==> config.mk <==
export PLATFORM = sky130hd
export DESIGN_NAME = ctas_center_terminal
export DESIGN_NICKNAME = d
export VERILOG_FILES = /design/src/ctas_pkg.sv /design/src/ctas_center_terminal.sv
export VERILOG_INCLUDE_DIRS = /design/src /design/src/src
export SDC_FILE = /design/constraint.sdc
export NUM_CORES = 1
export LEC_CHECK = 0
export ABC_AREA = 1
export BUFFER_PORTS_ARGS = -buffer_cell sky130_fd_sc_hd__buf_2
export CAP_MARGIN = 5
export CORE_MARGIN = 2
export CORE_UTILIZATION = 53
export CTS_CLUSTER_DIAMETER = 100
export DETAILED_ROUTE_END_ITERATION = 8
export PLACE_DENSITY = 0.76
export SLEW_MARGIN = 0
export SYNTH_ARGS = -nofsm -noshare
export SYNTH_HDL_FRONTEND = slang
export SYNTH_SLANG_ARGS = --single-unit
==> constraint.sdc <==
create_clock -name clk -period 1.6 [get_ports clk]
set_clock_uncertainty 0.15 [all_clocks]
set_input_delay 0.16 -clock clk [delete_from_list [all_inputs] [get_ports clk]]
set_output_delay 0.16 -clock clk [all_outputs]
set_load 0.01 [all_outputs]
==> src/ctas_regs.svh <==
// Register offsets, field positions and reset values for the center terminal control block
`ifndef CTAS_REGS_SVH
`define CTAS_REGS_SVH
`define CTAS_BC_CONTROL_ADDR   8'h19
`define CTAS_BC_CONTROL_RESET  8'h00
`define CTAS_CH_SELECT_BASE    8'h05
`define CTAS_CH_COUNT          8
`define CTAS_AMP_C_POWER_BIT   7
`define CTAS_AMP_B_POWER_BIT   6
`define CTAS_AMP_B_SEL_HI      5
`define CTAS_AMP_B_SEL_LO      3
`define CTAS_AMP_C_SEL_HI      2
`define CTAS_AMP_C_SEL_LO      0
`define CTAS_CH_SELECT_RESET   3'h0
`define CTAS_SEL_LEG_DRIVE_P   3'h6
`define CTAS_SEL_LEG_DRIVE_N   3'h7
`endif

==> src/ctas_pkg.sv <==
// Types for the center terminal amplifier select block
package ctas_pkg;
	typedef enum logic [1:0] {
		CTAS_TERM_OFF,
		CTAS_TERM_BUFFER,
		CTAS_TERM_AVERAGE
	} ctas_term_mode_t;
endpackage

==> src/ctas_center_terminal.sv <==
// Center terminal amplifier B/C control register and channel input select registers
`timescale 1ns/1ps
`default_nettype none
`include "ctas_regs.svh"

// Functional notes
// - Eight-bit register at 0x19 with four fields
// - Bit 7 powers amplifier C, reset off
// - Bit 6 powers amplifier B, reset off
// - Amp B code picks one of eight electrodes
// - Amp C code uses same electrode ordering
// - Codes 110/111 route leg drive to P/N
// - Leg drive measured against drive reference
// - Two amps average, one amp buffers
module ctas_center_terminal
	import ctas_pkg::*;
#(
	parameter int CH_COUNT = `CTAS_CH_COUNT
) (
	// Clock and reset
	input  wire logic                 clk,
	input  wire logic                 rst,
	// Register port
	input  wire logic [7:0]           reg_addr,
	input  wire logic [7:0]           reg_wdata,
	input  wire logic                 reg_write,
	input  wire logic                 reg_read,
	output logic      [7:0]           reg_rdata,
	// Amplifier controls
	output logic                      amp_b_power_on,
	output logic                      amp_c_power_on,
	output logic      [7:0]           amp_b_electrode,
	output logic      [7:0]           amp_c_electrode,
	output ctas_term_mode_t           term_mode,
	// Leg drive routing
	output logic      [CH_COUNT-1:0]  leg_drive_to_p,
	output logic      [CH_COUNT-1:0]  leg_drive_to_n,
	output logic      [CH_COUNT-1:0]  leg_drive_vs_reference
);

	logic [7:0]          center_terminal_bc_control_reg;
	logic [2:0]          channel_input_select_reg [CH_COUNT];
	logic [7:0]          reg_rdata_next;
	logic [2:0]          amp_b_input_select;
	logic [2:0]          amp_c_input_select;
	ctas_term_mode_t     term_mode_next;

	// Control register write
	always_ff @(posedge clk) begin
		if (rst) begin
			center_terminal_bc_control_reg <= `CTAS_BC_CONTROL_RESET;
		end else if (reg_write && reg_addr == `CTAS_BC_CONTROL_ADDR) begin
			center_terminal_bc_control_reg <= reg_wdata;
		end
	end

	assign amp_c_power_on     = center_terminal_bc_control_reg[`CTAS_AMP_C_POWER_BIT];
	assign amp_b_power_on     = center_terminal_bc_control_reg[`CTAS_AMP_B_POWER_BIT];
	assign amp_b_input_select = center_terminal_bc_control_reg[`CTAS_AMP_B_SEL_HI:`CTAS_AMP_B_SEL_LO];
	assign amp_c_input_select = center_terminal_bc_control_reg[`CTAS_AMP_C_SEL_HI:`CTAS_AMP_C_SEL_LO];

	// Electrode one-hot selects: bit 2k is channel k+1 positive, 2k+1 its negative
	always_ff @(posedge clk) begin
		if (rst) begin
			amp_b_electrode <= 8'h00;
			amp_c_electrode <= 8'h00;
		end else begin
			amp_b_electrode <= amp_b_power_on ? (8'h01 << amp_b_input_select) : 8'h00;
			amp_c_electrode <= amp_c_power_on ? (8'h01 << amp_c_input_select) : 8'h00;
		end
	end

	// Terminal mode from powered amplifiers
	always_comb begin
		case ({amp_b_power_on, amp_c_power_on})
			2'h3:    term_mode_next = CTAS_TERM_AVERAGE;
			2'h2:    term_mode_next = CTAS_TERM_BUFFER;
			2'h1:    term_mode_next = CTAS_TERM_BUFFER;
			default: term_mode_next = CTAS_TERM_OFF;
		endcase
	end

	always_ff @(posedge clk) begin
		if (rst) begin
			term_mode <= CTAS_TERM_OFF;
		end else begin
			term_mode <= term_mode_next;
		end
	end

	// Per-channel input select registers and leg drive routing
	genvar gi;
	generate
		for (gi = 0; gi < CH_COUNT; gi++) begin : g_ch
			always_ff @(posedge clk) begin
				if (rst) begin
					channel_input_select_reg[gi] <= `CTAS_CH_SELECT_RESET;
				end else if (reg_write && reg_addr == (`CTAS_CH_SELECT_BASE + 8'(gi))) begin
					channel_input_select_reg[gi] <= reg_wdata[2:0];
				end
			end
			always_ff @(posedge clk) begin
				if (rst) begin
					leg_drive_to_p[gi]         <= 1'h0;
					leg_drive_to_n[gi]         <= 1'h0;
					leg_drive_vs_reference[gi] <= 1'h0;
				end else begin
					leg_drive_to_p[gi] <= channel_input_select_reg[gi] == `CTAS_SEL_LEG_DRIVE_P;
					leg_drive_to_n[gi] <= channel_input_select_reg[gi] == `CTAS_SEL_LEG_DRIVE_N;
					// The other input of a routed channel sits on the drive reference
					leg_drive_vs_reference[gi] <= channel_input_select_reg[gi] == `CTAS_SEL_LEG_DRIVE_P ||
						channel_input_select_reg[gi] == `CTAS_SEL_LEG_DRIVE_N;
				end
			end

			// Per-channel select and routing checks
			sel_reset_a: assert property (@(posedge clk)
				rst
				|=> channel_input_select_reg[gi] == `CTAS_CH_SELECT_RESET)
				else $error("channel select not cleared by reset");
			sel_write_a: assert property (@(posedge clk) disable iff (rst)
				reg_write && reg_addr == (`CTAS_CH_SELECT_BASE + 8'(gi))
				|=> channel_input_select_reg[gi] == $past(reg_wdata[2:0]))
				else $error("channel select did not take write");
			sel_hold_a: assert property (@(posedge clk) disable iff (rst)
				!(reg_write && reg_addr == (`CTAS_CH_SELECT_BASE + 8'(gi)))
				|=> $stable(channel_input_select_reg[gi]))
				else $error("channel select changed without a write");
			leg_p_a: assert property (@(posedge clk) disable iff (rst)
				channel_input_select_reg[gi] == `CTAS_SEL_LEG_DRIVE_P
				|=> leg_drive_to_p[gi] && !leg_drive_to_n[gi] && leg_drive_vs_reference[gi])
				else $error("leg drive not routed to P side");
			leg_n_a: assert property (@(posedge clk) disable iff (rst)
				channel_input_select_reg[gi] == `CTAS_SEL_LEG_DRIVE_N
				|=> leg_drive_to_n[gi] && !leg_drive_to_p[gi] && leg_drive_vs_reference[gi])
				else $error("leg drive not routed to N side");
			leg_excl_a: assert property (@(posedge clk) disable iff (rst)
				leg_drive_to_p[gi]
				|-> !leg_drive_to_n[gi] && leg_drive_vs_reference[gi])
				else $error("leg drive on both sides");
			leg_none_a: assert property (@(posedge clk) disable iff (rst)
				channel_input_select_reg[gi] < `CTAS_SEL_LEG_DRIVE_P
				|=> !leg_drive_to_p[gi] && !leg_drive_to_n[gi] && !leg_drive_vs_reference[gi])
				else $error("leg drive routed for a normal input");
			ch_read_a: assert property (@(posedge clk) disable iff (rst)
				reg_read && reg_addr == (`CTAS_CH_SELECT_BASE + 8'(gi))
				|=> reg_rdata == {5'h00, $past(channel_input_select_reg[gi])})
				else $error("channel select read back wrong");
		end
	endgenerate

	// Read mux, no side effects
	always_comb begin
		reg_rdata_next = 8'h00;
		if (reg_addr == `CTAS_BC_CONTROL_ADDR) begin
			reg_rdata_next = center_terminal_bc_control_reg;
		end
		for (int i = 0; i < CH_COUNT; i++) begin
			if (reg_addr == (`CTAS_CH_SELECT_BASE + 8'(i))) begin
				reg_rdata_next = {5'h00, channel_input_select_reg[i]};
			end
		end
	end

	always_ff @(posedge clk) begin
		if (rst) begin
			reg_rdata <= 8'h00;
		end else if (reg_read) begin
			reg_rdata <= reg_rdata_next;
		end else begin
			reg_rdata <= 8'h00;
		end
	end

	// Assertions
	ctrl_write_a: assert property (@(posedge clk) disable iff (rst)
		reg_write && reg_addr == `CTAS_BC_CONTROL_ADDR |=> center_terminal_bc_control_reg == $past(reg_wdata))
		else $error("control register did not take write");
	amp_c_power_a: assert property (@(posedge clk) disable iff (rst)
		reg_write && reg_addr == `CTAS_BC_CONTROL_ADDR |=> amp_c_power_on == $past(reg_wdata[7]))
		else $error("amp C power bit wrong");
	amp_b_power_a: assert property (@(posedge clk) disable iff (rst)
		reg_write && reg_addr == `CTAS_BC_CONTROL_ADDR |=> amp_b_power_on == $past(reg_wdata[6]))
		else $error("amp B power bit wrong");
	amp_b_sel_a: assert property (@(posedge clk) disable iff (rst)
		amp_b_power_on && $stable(amp_b_power_on) |=> amp_b_electrode == (8'h01 << $past(amp_b_input_select)))
		else $error("amp B electrode select wrong");
	amp_c_sel_a: assert property (@(posedge clk) disable iff (rst)
		amp_c_power_on |=> amp_c_electrode == (8'h01 << $past(amp_c_input_select)))
		else $error("amp C electrode select wrong");
	leg_route_a: assert property (@(posedge clk) disable iff (rst)
		reg_write && reg_addr == `CTAS_CH_SELECT_BASE && reg_wdata[2:0] == `CTAS_SEL_LEG_DRIVE_N
		##1 !(reg_write && reg_addr == `CTAS_CH_SELECT_BASE) |=> leg_drive_to_n[0] && !leg_drive_to_p[0])
		else $error("leg drive not routed to N side");
	leg_ref_a: assert property (@(posedge clk) disable iff (rst)
		leg_drive_vs_reference[0] ==
		($past(channel_input_select_reg[0]) inside {`CTAS_SEL_LEG_DRIVE_P, `CTAS_SEL_LEG_DRIVE_N}))
		else $error("reference flag mismatch");
	term_avg_a: assert property (@(posedge clk) disable iff (rst)
		amp_b_power_on && amp_c_power_on |=> term_mode == CTAS_TERM_AVERAGE)
		else $error("terminal not averaging");
	read_back_a: assert property (@(posedge clk) disable iff (rst)
		reg_read && reg_addr == `CTAS_BC_CONTROL_ADDR |=> reg_rdata == $past(center_terminal_bc_control_reg))
		else $error("read back wrong");

	// Reset values
	ctrl_reset_a: assert property (@(posedge clk)
		rst
		|=> center_terminal_bc_control_reg == `CTAS_BC_CONTROL_RESET)
		else $error("control register not cleared by reset");
	amp_c_reset_a: assert property (@(posedge clk)
		rst
		|=> !amp_c_power_on)
		else $error("amp C powered after reset");
	amp_b_reset_a: assert property (@(posedge clk)
		rst
		|=> !amp_b_power_on)
		else $error("amp B powered after reset");
	elec_reset_a: assert property (@(posedge clk)
		rst
		|=> amp_b_electrode == 8'h00 && amp_c_electrode == 8'h00)
		else $error("electrode select not cleared by reset");
	mode_reset_a: assert property (@(posedge clk)
		rst
		|=> term_mode == CTAS_TERM_OFF)
		else $error("terminal mode not off after reset");
	rdata_reset_a: assert property (@(posedge clk)
		rst
		|=> reg_rdata == 8'h00)
		else $error("read data not cleared by reset");

	// Control register fields
	ctrl_hold_a: assert property (@(posedge clk) disable iff (rst)
		!(reg_write && reg_addr == `CTAS_BC_CONTROL_ADDR)
		|=> $stable(center_terminal_bc_control_reg))
		else $error("control register changed without a write");
	b_field_a: assert property (@(posedge clk) disable iff (rst)
		reg_write && reg_addr == `CTAS_BC_CONTROL_ADDR
		|=> amp_b_input_select == $past(reg_wdata[`CTAS_AMP_B_SEL_HI:`CTAS_AMP_B_SEL_LO]))
		else $error("amp B select field wrong");
	c_field_a: assert property (@(posedge clk) disable iff (rst)
		reg_write && reg_addr == `CTAS_BC_CONTROL_ADDR
		|=> amp_c_input_select == $past(reg_wdata[`CTAS_AMP_C_SEL_HI:`CTAS_AMP_C_SEL_LO]))
		else $error("amp C select field wrong");

	// Electrode selects
	amp_b_off_a: assert property (@(posedge clk) disable iff (rst)
		!amp_b_power_on
		|=> amp_b_electrode == 8'h00)
		else $error("amp B electrode driven while off");
	amp_c_off_a: assert property (@(posedge clk) disable iff (rst)
		!amp_c_power_on
		|=> amp_c_electrode == 8'h00)
		else $error("amp C electrode driven while off");
	amp_b_onehot_a: assert property (@(posedge clk) disable iff (rst)
		amp_b_power_on
		|=> $onehot(amp_b_electrode))
		else $error("amp B electrode not one-hot");
	amp_c_onehot_a: assert property (@(posedge clk) disable iff (rst)
		amp_c_power_on
		|=> $onehot(amp_c_electrode))
		else $error("amp C electrode not one-hot");

	// Each select code against its electrode
	for (genvar gk = 0; gk < 8; gk++) begin : g_code
		b_code_a: assert property (@(posedge clk) disable iff (rst)
			amp_b_power_on && amp_b_input_select == 3'(gk)
			|=> amp_b_electrode == (8'h01 << gk))
			else $error("amp B code maps to wrong electrode");
		c_code_a: assert property (@(posedge clk) disable iff (rst)
			amp_c_power_on && amp_c_input_select == 3'(gk)
			|=> amp_c_electrode == (8'h01 << gk))
			else $error("amp C code maps to wrong electrode");
	end

	// Terminal mode
	term_buf_a: assert property (@(posedge clk) disable iff (rst)
		amp_b_power_on != amp_c_power_on
		|=> term_mode == CTAS_TERM_BUFFER)
		else $error("terminal not buffering");
	term_off_a: assert property (@(posedge clk) disable iff (rst)
		!amp_b_power_on && !amp_c_power_on
		|=> term_mode == CTAS_TERM_OFF)
		else $error("terminal not off");
	avg_pair_a: assert property (@(posedge clk) disable iff (rst)
		term_mode == CTAS_TERM_AVERAGE
		|-> $onehot(amp_b_electrode) && $onehot(amp_c_electrode))
		else $error("averaging without two electrodes");
	buf_single_a: assert property (@(posedge clk) disable iff (rst)
		term_mode == CTAS_TERM_BUFFER
		|-> $onehot(amp_b_electrode | amp_c_electrode))
		else $error("buffering without one electrode");
	off_none_a: assert property (@(posedge clk) disable iff (rst)
		term_mode == CTAS_TERM_OFF
		|-> amp_b_electrode == 8'h00 && amp_c_electrode == 8'h00)
		else $error("electrode selected while terminal off");

	// Read port
	read_idle_a: assert property (@(posedge clk) disable iff (rst)
		!reg_read
		|=> reg_rdata == 8'h00)
		else $error("read data outside read cycle");
	read_unmapped_a: assert property (@(posedge clk) disable iff (rst)
		reg_read && reg_addr != `CTAS_BC_CONTROL_ADDR && (reg_addr < `CTAS_CH_SELECT_BASE ||
		reg_addr >= `CTAS_CH_SELECT_BASE + 8'(CH_COUNT)) |=> reg_rdata == 8'h00)
		else $error("unmapped read not zero");

endmodule
`default_nettype wire

# Yosys cells after proc, flatten, opt, wreduce, memory -nomap -nowiden
# Memory sizes are Yosys's and may differ from the RTL's.
# Cells that the tools add are included.
# Widths: inputs -> output; s select.
classes:
  reduce_logical: 22
  mux: 44
  shift: 2
  n_bitwise: 12
  n_eq_ne: 28
op_table:
  columns: ["op", "count"]
  rows:
  - ["$mux 3", 17]
  - ["$eq 3x3->1 const B", 16]
  - ["$eq 8x4->1 const B", 5]
  - ["$mux 1", 26]
  - ["$eq 8x3->1 const B", 3]
  - ["$shl 1x3->8 const A", 2]
  - ["$reduce_or 11->1", 1]
  - ["$logic_and 1x1->1", 9]
  - ["$eq 8x5->1 const B", 1]
  - ["$logic_or 1x1->1", 8]
  - ["$or 1x1->1", 8]
  - ["$reduce_or 2->1", 4]
  - ["$eq 2x2->1 const B", 2]
  - ["$not 1->1", 4]
  - ["$pmux 2 s2", 1]
  - ["$eq 2x1->1 const B", 1]
totals:
  n_memories: 1
  register_bits: 58
  input_bits: 20
  output_inout_bits: 52
  wordCells: 139
  ram_bits: 24
mem_list:
  columns: ["memory", "depth", "word_bits", "rd", "rd_clocked_by_memory_dff", "write_ports", "line_no", "source"]
  rows:
  - ["channel_input_select_reg", 8, 3, 8, 0, 8, "ctas_center_terminal.sv:42", "logic [2:0] channel_input_select_reg [CH_COUNT];"]

# Depth between registers and ports, before layout
# Gate-level depths: netlist of run 1.
depth:
  depth_word: 10
  ltp_mapped: 11
  depth_no_buf: 11

# Least setup slack after synthesis of run 1
# OpenSTA, ideal clock, no wires.
synth_timing:
  path_kind: "input port to flip-flop"
  from: "in reg_addr[0]"
  to: "mem channel_input_select_reg[7][1] (netlist: channel_input_select_reg[1][10]) (enable)"
  t_arrival_ps: 991
  stages: 6
  setup_ps: 344
  slack_ps: 114
  t_required_ps: 1106
  cell_sequence: "buf_6 -> inv_4 -> nand2_2 -> nor3_2 -> nand2_1 -> o21ai_0"
synth_rtl:
  columns: ["item", "line_no", "source"]
  rows:
  - ["start: declaration", "ctas_center_terminal.sv:24", "input wire logic [7:0] reg_addr,"]
  - ["end: declaration", "ctas_center_terminal.sv:42", null]

==> results of run 1 <==
[logic make-up (layout without fill, tap and decap cells)]
logic type                 after synthesis  count (layout)  share of synthesized area
AOI/OAI and AO/OA                       25              25                     0.0530
buffers and inverters                   49             149                     0.0684
adders and majority gates                2               2                    0.00815
DFF                                     82              82                      0.613
and+or+nand+nor                        160             160                      0.258
[metrics by stage]
step / setup WS [ns] / cells / hold WS [ns] / util / instance area (um2)
2_1_floorplan: 0.114 / 318 / 0.0861 / - / 3070
3_3_place_gp: 0.0862 / 464 / 0.270 / 0.641 / 3550
3_5_place_dp: 0.0378 / 464 / 0.277 / 0.641 / 3550
4_1_cts: 0.0990 / 490 / 0.0896 / 0.698 / 3870
5_1_grt: 0.0296 / 490 / 0.112 / 0.698 / 3870
6_report: 0.0519 / 490 / 0.0986 / 0.698 / 3870
[worst paths after layout]
kind                                                     start                             end  slack, ns  cells past startpoint
worst max-delay path                                       rst  channel_input_select_reg[0][2]       0.05                      6
worst min-delay path                                 reg_write  channel_input_select_reg[0][4]        0.1                      3
worst max register to register  channel_input_select_reg[0][4]                    reg_rdata[1]       0.21                      7
worst min register to register  channel_input_select_reg[0][6]               leg_drive_to_p[2]       0.29                      1
[area by class of cell]
class                           count  area share
Multi-Input combinational cell    187       0.253
Clock buffer                       11      0.0450
Clock inverter                      5      0.0107
Sequential cell                    82       0.486
Timing Repair Buffer               90       0.138
Inverter                           43      0.0430
Tap cell                           72      0.0233
[critical path: stages]
cell           delay [ns]
dlygate4sd3_1        0.54
buf_2                0.18
clkinv_1             0.14
buf_12               0.19
o21ai_0              0.10
buf_4                0.16
[placed cells by master (no fill, tap or decap), types with 6 or more instances in the layout]
cell type / count
o21ai_0: 12
nand4_1: 6
a21oi_2: 8
buf_4: 8
nor3_1: 17
nand2_1: 35
clkbuf_8: 9
dlygate4sd3_1: 10
dfxtp_1: 58
nand3_1: 30
edfxtp_1: 24
inv_1: 37
nor2_1: 50
buf_2: 71
[power groups by stage]
stage | combinational (mW) | sequential [mW] | clock [mW]
2_1_floorplan | 0.105 | 2.26 | 0
4_1_cts | 0.227 | 2.21 | 1.55
6_report | 0.229 | 2.21 | 1.53
3_5_place_dp | 0.209 | 2.25 | 0
3_3_place_gp | 0.204 | 2.25 | 0
5_1_grt | 0.253 | 2.21 | 1.65
[layer usage]
metal | up-vias | share of wire
li1 | 1227 | -
met1 | 1105 | 0.42
met2 | 76 | 0.50
met3 | 15 | 0.054
met4 | 0 | 0.025
met5 | - | 0
==> results.sh, run 1 <==
export IMPL_status="finished, final reports clean"
export IMPL_critPathRequiredTime_ns=1.53
export IMPL_hold_viol=0
export IMPL_area_growth_pct=25.9
export IMPL_fin_setup_tns_ns=0
export IMPL_avgSynthCellArea_um2=9.66
export IMPL_start_util=0.554
export IMPL_ys_types=30
export IMPL_synth_ff_type="dfxtp_1"
export IMPL_clock_sinks=82
export IMPL_die_area_um2=6420
export IMPL_avgRoutedWirePerCell_um=13.0
export IMPL_num_io_pins=72
export IMPL_cts_buffer_depth=2
export IMPL_synth_most_common_cell="dfxtp_1"
export IMPL_ys_seq_elements=82
export IMPL_cts_resized=0
export IMPL_hold_class="input pin to register"
export IMPL_cts_buffers=9
export IMPL_start_kind="input pin"
export IMPL_critPathMaxFanout=31
export IMPL_seq_area_um2=1880
export IMPL_clock_fmax_mhz=646
export IMPL_cp_end_kind="register"
export IMPL_p_clk_frac=0.386
export IMPL_drc=0
export IMPL_multi_input_area_um2=980
export IMPL_period_minus_slack_ns=1.55
export IMPL_netSwitchingFraction=0.234
export IMPL_num_antenna_cells=0
export IMPL_slew_viol_final=0
export IMPL_powerDensity_nw_per_um2=1020
export IMPL_ys_top_cells_by_count="58 x dfxtp_1, 50 x nor2_1, 37 x inv_1"
export IMPL_clkTransAtPathRegs_ns=0.08
export IMPL_grt_ovfl_total=0
export IMPL_vias=2423
export IMPL_synth_seq_area_share=0.613
export IMPL_grt_util_met1=0.253
export IMPL_nets=435
export IMPL_finalSetupViolCount=0
export IMPL_gr_usage_met2=0.368
export IMPL_coreArea_um2=5540
export IMPL_p_int_mw=3.04
export IMPL_syn_area_um2=3070
export IMPL_antenna_found_initial=0
export IMPL_largest_reg_flops=24
export IMPL_grt_total_usage=0.216
export IMPL_dp_hpwl_um=4610
export IMPL_drtIter0Drc=156
export IMPL_synth_top_area_frac=0.378
export IMPL_synthCells=318
export IMPL_p_total_mw=3.96
export IMPL_drive_above_1_share=0.304
export IMPL_first_pass_iters=4
export IMPL_drt_wl_total_um=6360
export IMPL_post_cts_setup_buffers=0
export IMPL_gr_usage_met3=0.0562
export IMPL_gr_max_usage_layer="met2"
export IMPL_cts_hold_buf=10
export IMPL_num_rows=27
export IMPL_die_h_um=80.1
export IMPL_cp_data_arrival_time_ns=1.48
export IMPL_syn_nets=340
export IMPL_clock_latency_ns=0.36
export IMPL_synth_edf_count=24
export IMPL_path_class="input pin to register"
export IMPL_p_switching_mw=0.926
export IMPL_p_seq_frac=0.557
export IMPL_tightestPinTransition_ns=0.341
export IMPL_numPortBuffers=71
export IMPL_fillCellCount=427
export IMPL_cts_root_buf="clkbuf_8"
export IMPL_viasPerCell=4.94
export IMPL_gp_congestion=0.819
export IMPL_leakage_nw=1.81
export IMPL_drtAntennaViolNets=0
export IMPL_grt_pass1_wl_um=10300
export IMPL_synth_async_reset_ratio=0
export IMPL_grt_pass1_vias=2339
export IMPL_comb_power_share=0.058
export IMPL_die_w_um=80.1
export IMPL_maxSlewHeadroom=0.770
export IMPL_yosysTopAreaCell="dfxtp_1"
export IMPL_finalCritPeriodShare=0.968
export IMPL_yosys_warnings=0
export IMPL_max_cap_violations=0
export IMPL_htreeDepth=3
export IMPL_ir_worst_vdd_mv=0.646
export IMPL_synthTopCellsByArea="dfxtp_1 38%, edfxtp_1 23%, nor2_1 6.1%, nand3_1 4.9%, inv_1 4.5%"
export IMPL_grt_max_degree=32
export IMPL_rsz0062_at_grt="no"
export IMPL_cts_tree="done"
Power figures use the tool's default switching activity.
==> run 2, diff against run 1 <==
--- a/config.mk
+++ b/config.mk
@@ -10,10 +10,10 @@
 export BUFFER_PORTS_ARGS = -buffer_cell sky130_fd_sc_hd__buf_2
 export CAP_MARGIN = 5
 export CORE_MARGIN = 2
-export CORE_UTILIZATION = 53
+export CORE_UTILIZATION = 57
 export CTS_CLUSTER_DIAMETER = 100
 export DETAILED_ROUTE_END_ITERATION = 8
-export PLACE_DENSITY = 0.76
+export PLACE_DENSITY = 0.84
 export SLEW_MARGIN = 0
 export SYNTH_ARGS = -nofsm -noshare
 export SYNTH_HDL_FRONTEND = slang
==> constraint.sdc (replaced) <==
create_clock -name clk -period 2 [get_ports clk]
set_clock_uncertainty 0.15 [all_clocks]
set_input_delay 0.2 -clock clk [delete_from_list [all_inputs] [get_ports clk]]
set_output_delay 0.2 -clock clk [all_outputs]
set_load 0.01 [all_outputs]
==> results.sh, run 2 (same netlist as run 1, synthesis figures left out) <==
export IMPL_ir_worst_vdd_mv=0.496
export IMPL_vias=2457
export IMPL_numPortBuffers=71
export IMPL_num_io_pins=72
export IMPL_drive_above_1_share=0.296
export IMPL_netSwitchingFraction=0.243
export IMPL_clkTransAtPathRegs_ns=0.08
export IMPL_path_buf_inv=4
export IMPL_cts_resized=0
export IMPL_avgRoutedWirePerCell_um=13.0
export IMPL_p_seq_frac=0.591
export IMPL_dpl_cell_count=455
export IMPL_clock_sinks=82
export IMPL_post_cts_setup_buffers=0
export IMPL_powerDensity_nw_per_um2=805
export IMPL_layout_common_cells="71 x buf_2, 58 x dfxtp_1, 50 x nor2_1"
export IMPL_maxSlewHeadroom=0.721
export IMPL_start_kind="input pin"
export IMPL_gr_usage_met3=0.0663
export IMPL_gr_usage_met2=0.385
export IMPL_clock_fmax_mhz=644
export IMPL_grt_pass1_wl_um=10400
export IMPL_rsz0062_at_grt="no"
export IMPL_leakage_nw=1.73
export IMPL_num_antenna_cells=0
export IMPL_max_cap_violations=0
export IMPL_clock_latency_ns=0.35
export IMPL_tightestPinTransition_ns=0.414
export IMPL_die_area_um2=5990
export IMPL_gp_congestion=0.870
export IMPL_hold_class="input pin to register"
export IMPL_nets=423
export IMPL_grt_pass1_vias=2400
export IMPL_finalSetupViolCount=0
export IMPL_cts_tree="done"
export IMPL_gr_max_usage_layer="met2"
export IMPL_cts_hold_buf=5
export IMPL_grt_ovfl_total=0
export IMPL_slowest_delay_ns=0.52
export IMPL_cp_data_arrival_time_ns=1.41
export IMPL_dp_hpwl_um=4480
export IMPL_htreeDepth=3
export IMPL_stdcell_count=476
export IMPL_critPathRequiredTime_ns=1.85
export IMPL_largest_reg_flops=24
export IMPL_final_common_cell="buf_2"
export IMPL_p_clk_frac=0.354
export IMPL_grt_total_usage=0.220
export IMPL_cts_root_buf="clkbuf_8"
export IMPL_p_switching_mw=0.726
export IMPL_die_h_um=77.4
export IMPL_grt_max_degree=24
export IMPL_crit_slowest_cell="dlygate4sd3_1"
export IMPL_slew_viol_final=0
export IMPL_critPathMaxFanout=23
export IMPL_die_w_um=77.4
export IMPL_hold_slack_ns=0.0143
export IMPL_hold_viol=0
export IMPL_cp_end_kind="register"
export IMPL_antenna_found_initial=0
export IMPL_fin_setup_tns_ns=0
export IMPL_area_growth_pct=20.8
export IMPL_path_class="input pin to register"
export IMPL_grt_util_met1=0.256
export IMPL_crit_chain="dlygate4sd3_1 -> buf_2 -> clkinv_1 -> buf_4 -> o21ai_0"
export IMPL_first_pass_iters=5
export IMPL_comb_power_share=0.055
export IMPL_finalCritPeriodShare=0.776
export IMPL_drtIter0Drc=138
export IMPL_cts_buffer_depth=2
export IMPL_viasPerCell=5.16
export IMPL_coreArea_um2=5140
export IMPL_drt_wl_total_um=6200
export IMPL_period_minus_slack_ns=1.55
export IMPL_drc=0
export IMPL_cts_buffers=9
export IMPL_path_delay_family="buffers and inverters"
export IMPL_start_util=0.598
export IMPL_drtAntennaViolNets=0
export IMPL_p_int_mw=2.26
export IMPL_status="finished, final reports clean"
export IMPL_num_rows=26
run 2: changes by cell type in the layout (fill, tap and decap cells not counted):
cell / before / now
inv_6: 1 / 2
clkinv_4: 3 / 1
dlygate4sd3_1: 10 / 5
buf_4: 8 / 2
inv_4: 3 / 5
clkinv_2: 0 / 1
buf_12: 1 / 0
clkbuf_16: 2 / 0
run 2: routing by layer:
layer  up-vias  part of all wire  wire length (um)
met5         -                 0                 0
met1      1148              0.42              2570
li1       1204                 -                 -
met4         0             0.011                67
met2        97              0.50              3120
met3         8             0.070               432
run 2: tightest hold or removal path: cells and delay by family:
kind                   cells  cell delay (ns)
AOI/OAI and AO/OA          2             0.19
buffers and inverters      1             0.08
run 2: layout make-up:
class                      instances  area [um2]
tap                               70        87.6
multi-input combinational        187         980
timing repair buffer              78         420
clock inverter                     7        50.0
inverter                          43         166
clock buffer                       9         124
sequential                        82        1880
fill                             408        1430
run 2: worst paths after layout:
path,start,to,slack [ns],cells after the start
max,rst,channel_input_select_reg[1][3],0.45,5
min,reg_wdata[7],center_terminal_bc_control_reg[7],0.01,3
max reg2reg,channel_input_select_reg[0][4],reg_rdata[1],0.55,7
min reg2reg,channel_input_select_reg[1][6],leg_drive_to_p[6],0.29,1
run 2: per-stage QoR:
stage                     utilization  power, mW  setup slack, ns  instance area [um2]
after floorplan                     -       1.89            0.474                 3070
after global placement          0.678       1.95            0.292                 3490
after detailed placement        0.678       1.96            0.200                 3490
after CTS                       0.722       3.00            0.460                 3710
after global routing            0.722       3.10            0.395                 3710
final                           0.722       2.99            0.448                 3710
run 2: power by group through the flow:
stage	Combinational (mW)	Sequential [mW]	Clock, mW
finish	0.165	1.76	1.06
global route	0.181	1.77	1.15
CTS	0.164	1.76	1.07
detailed placement	0.156	1.80	0
global placement	0.151	1.80	0
floorplan	0.0844	1.81	0
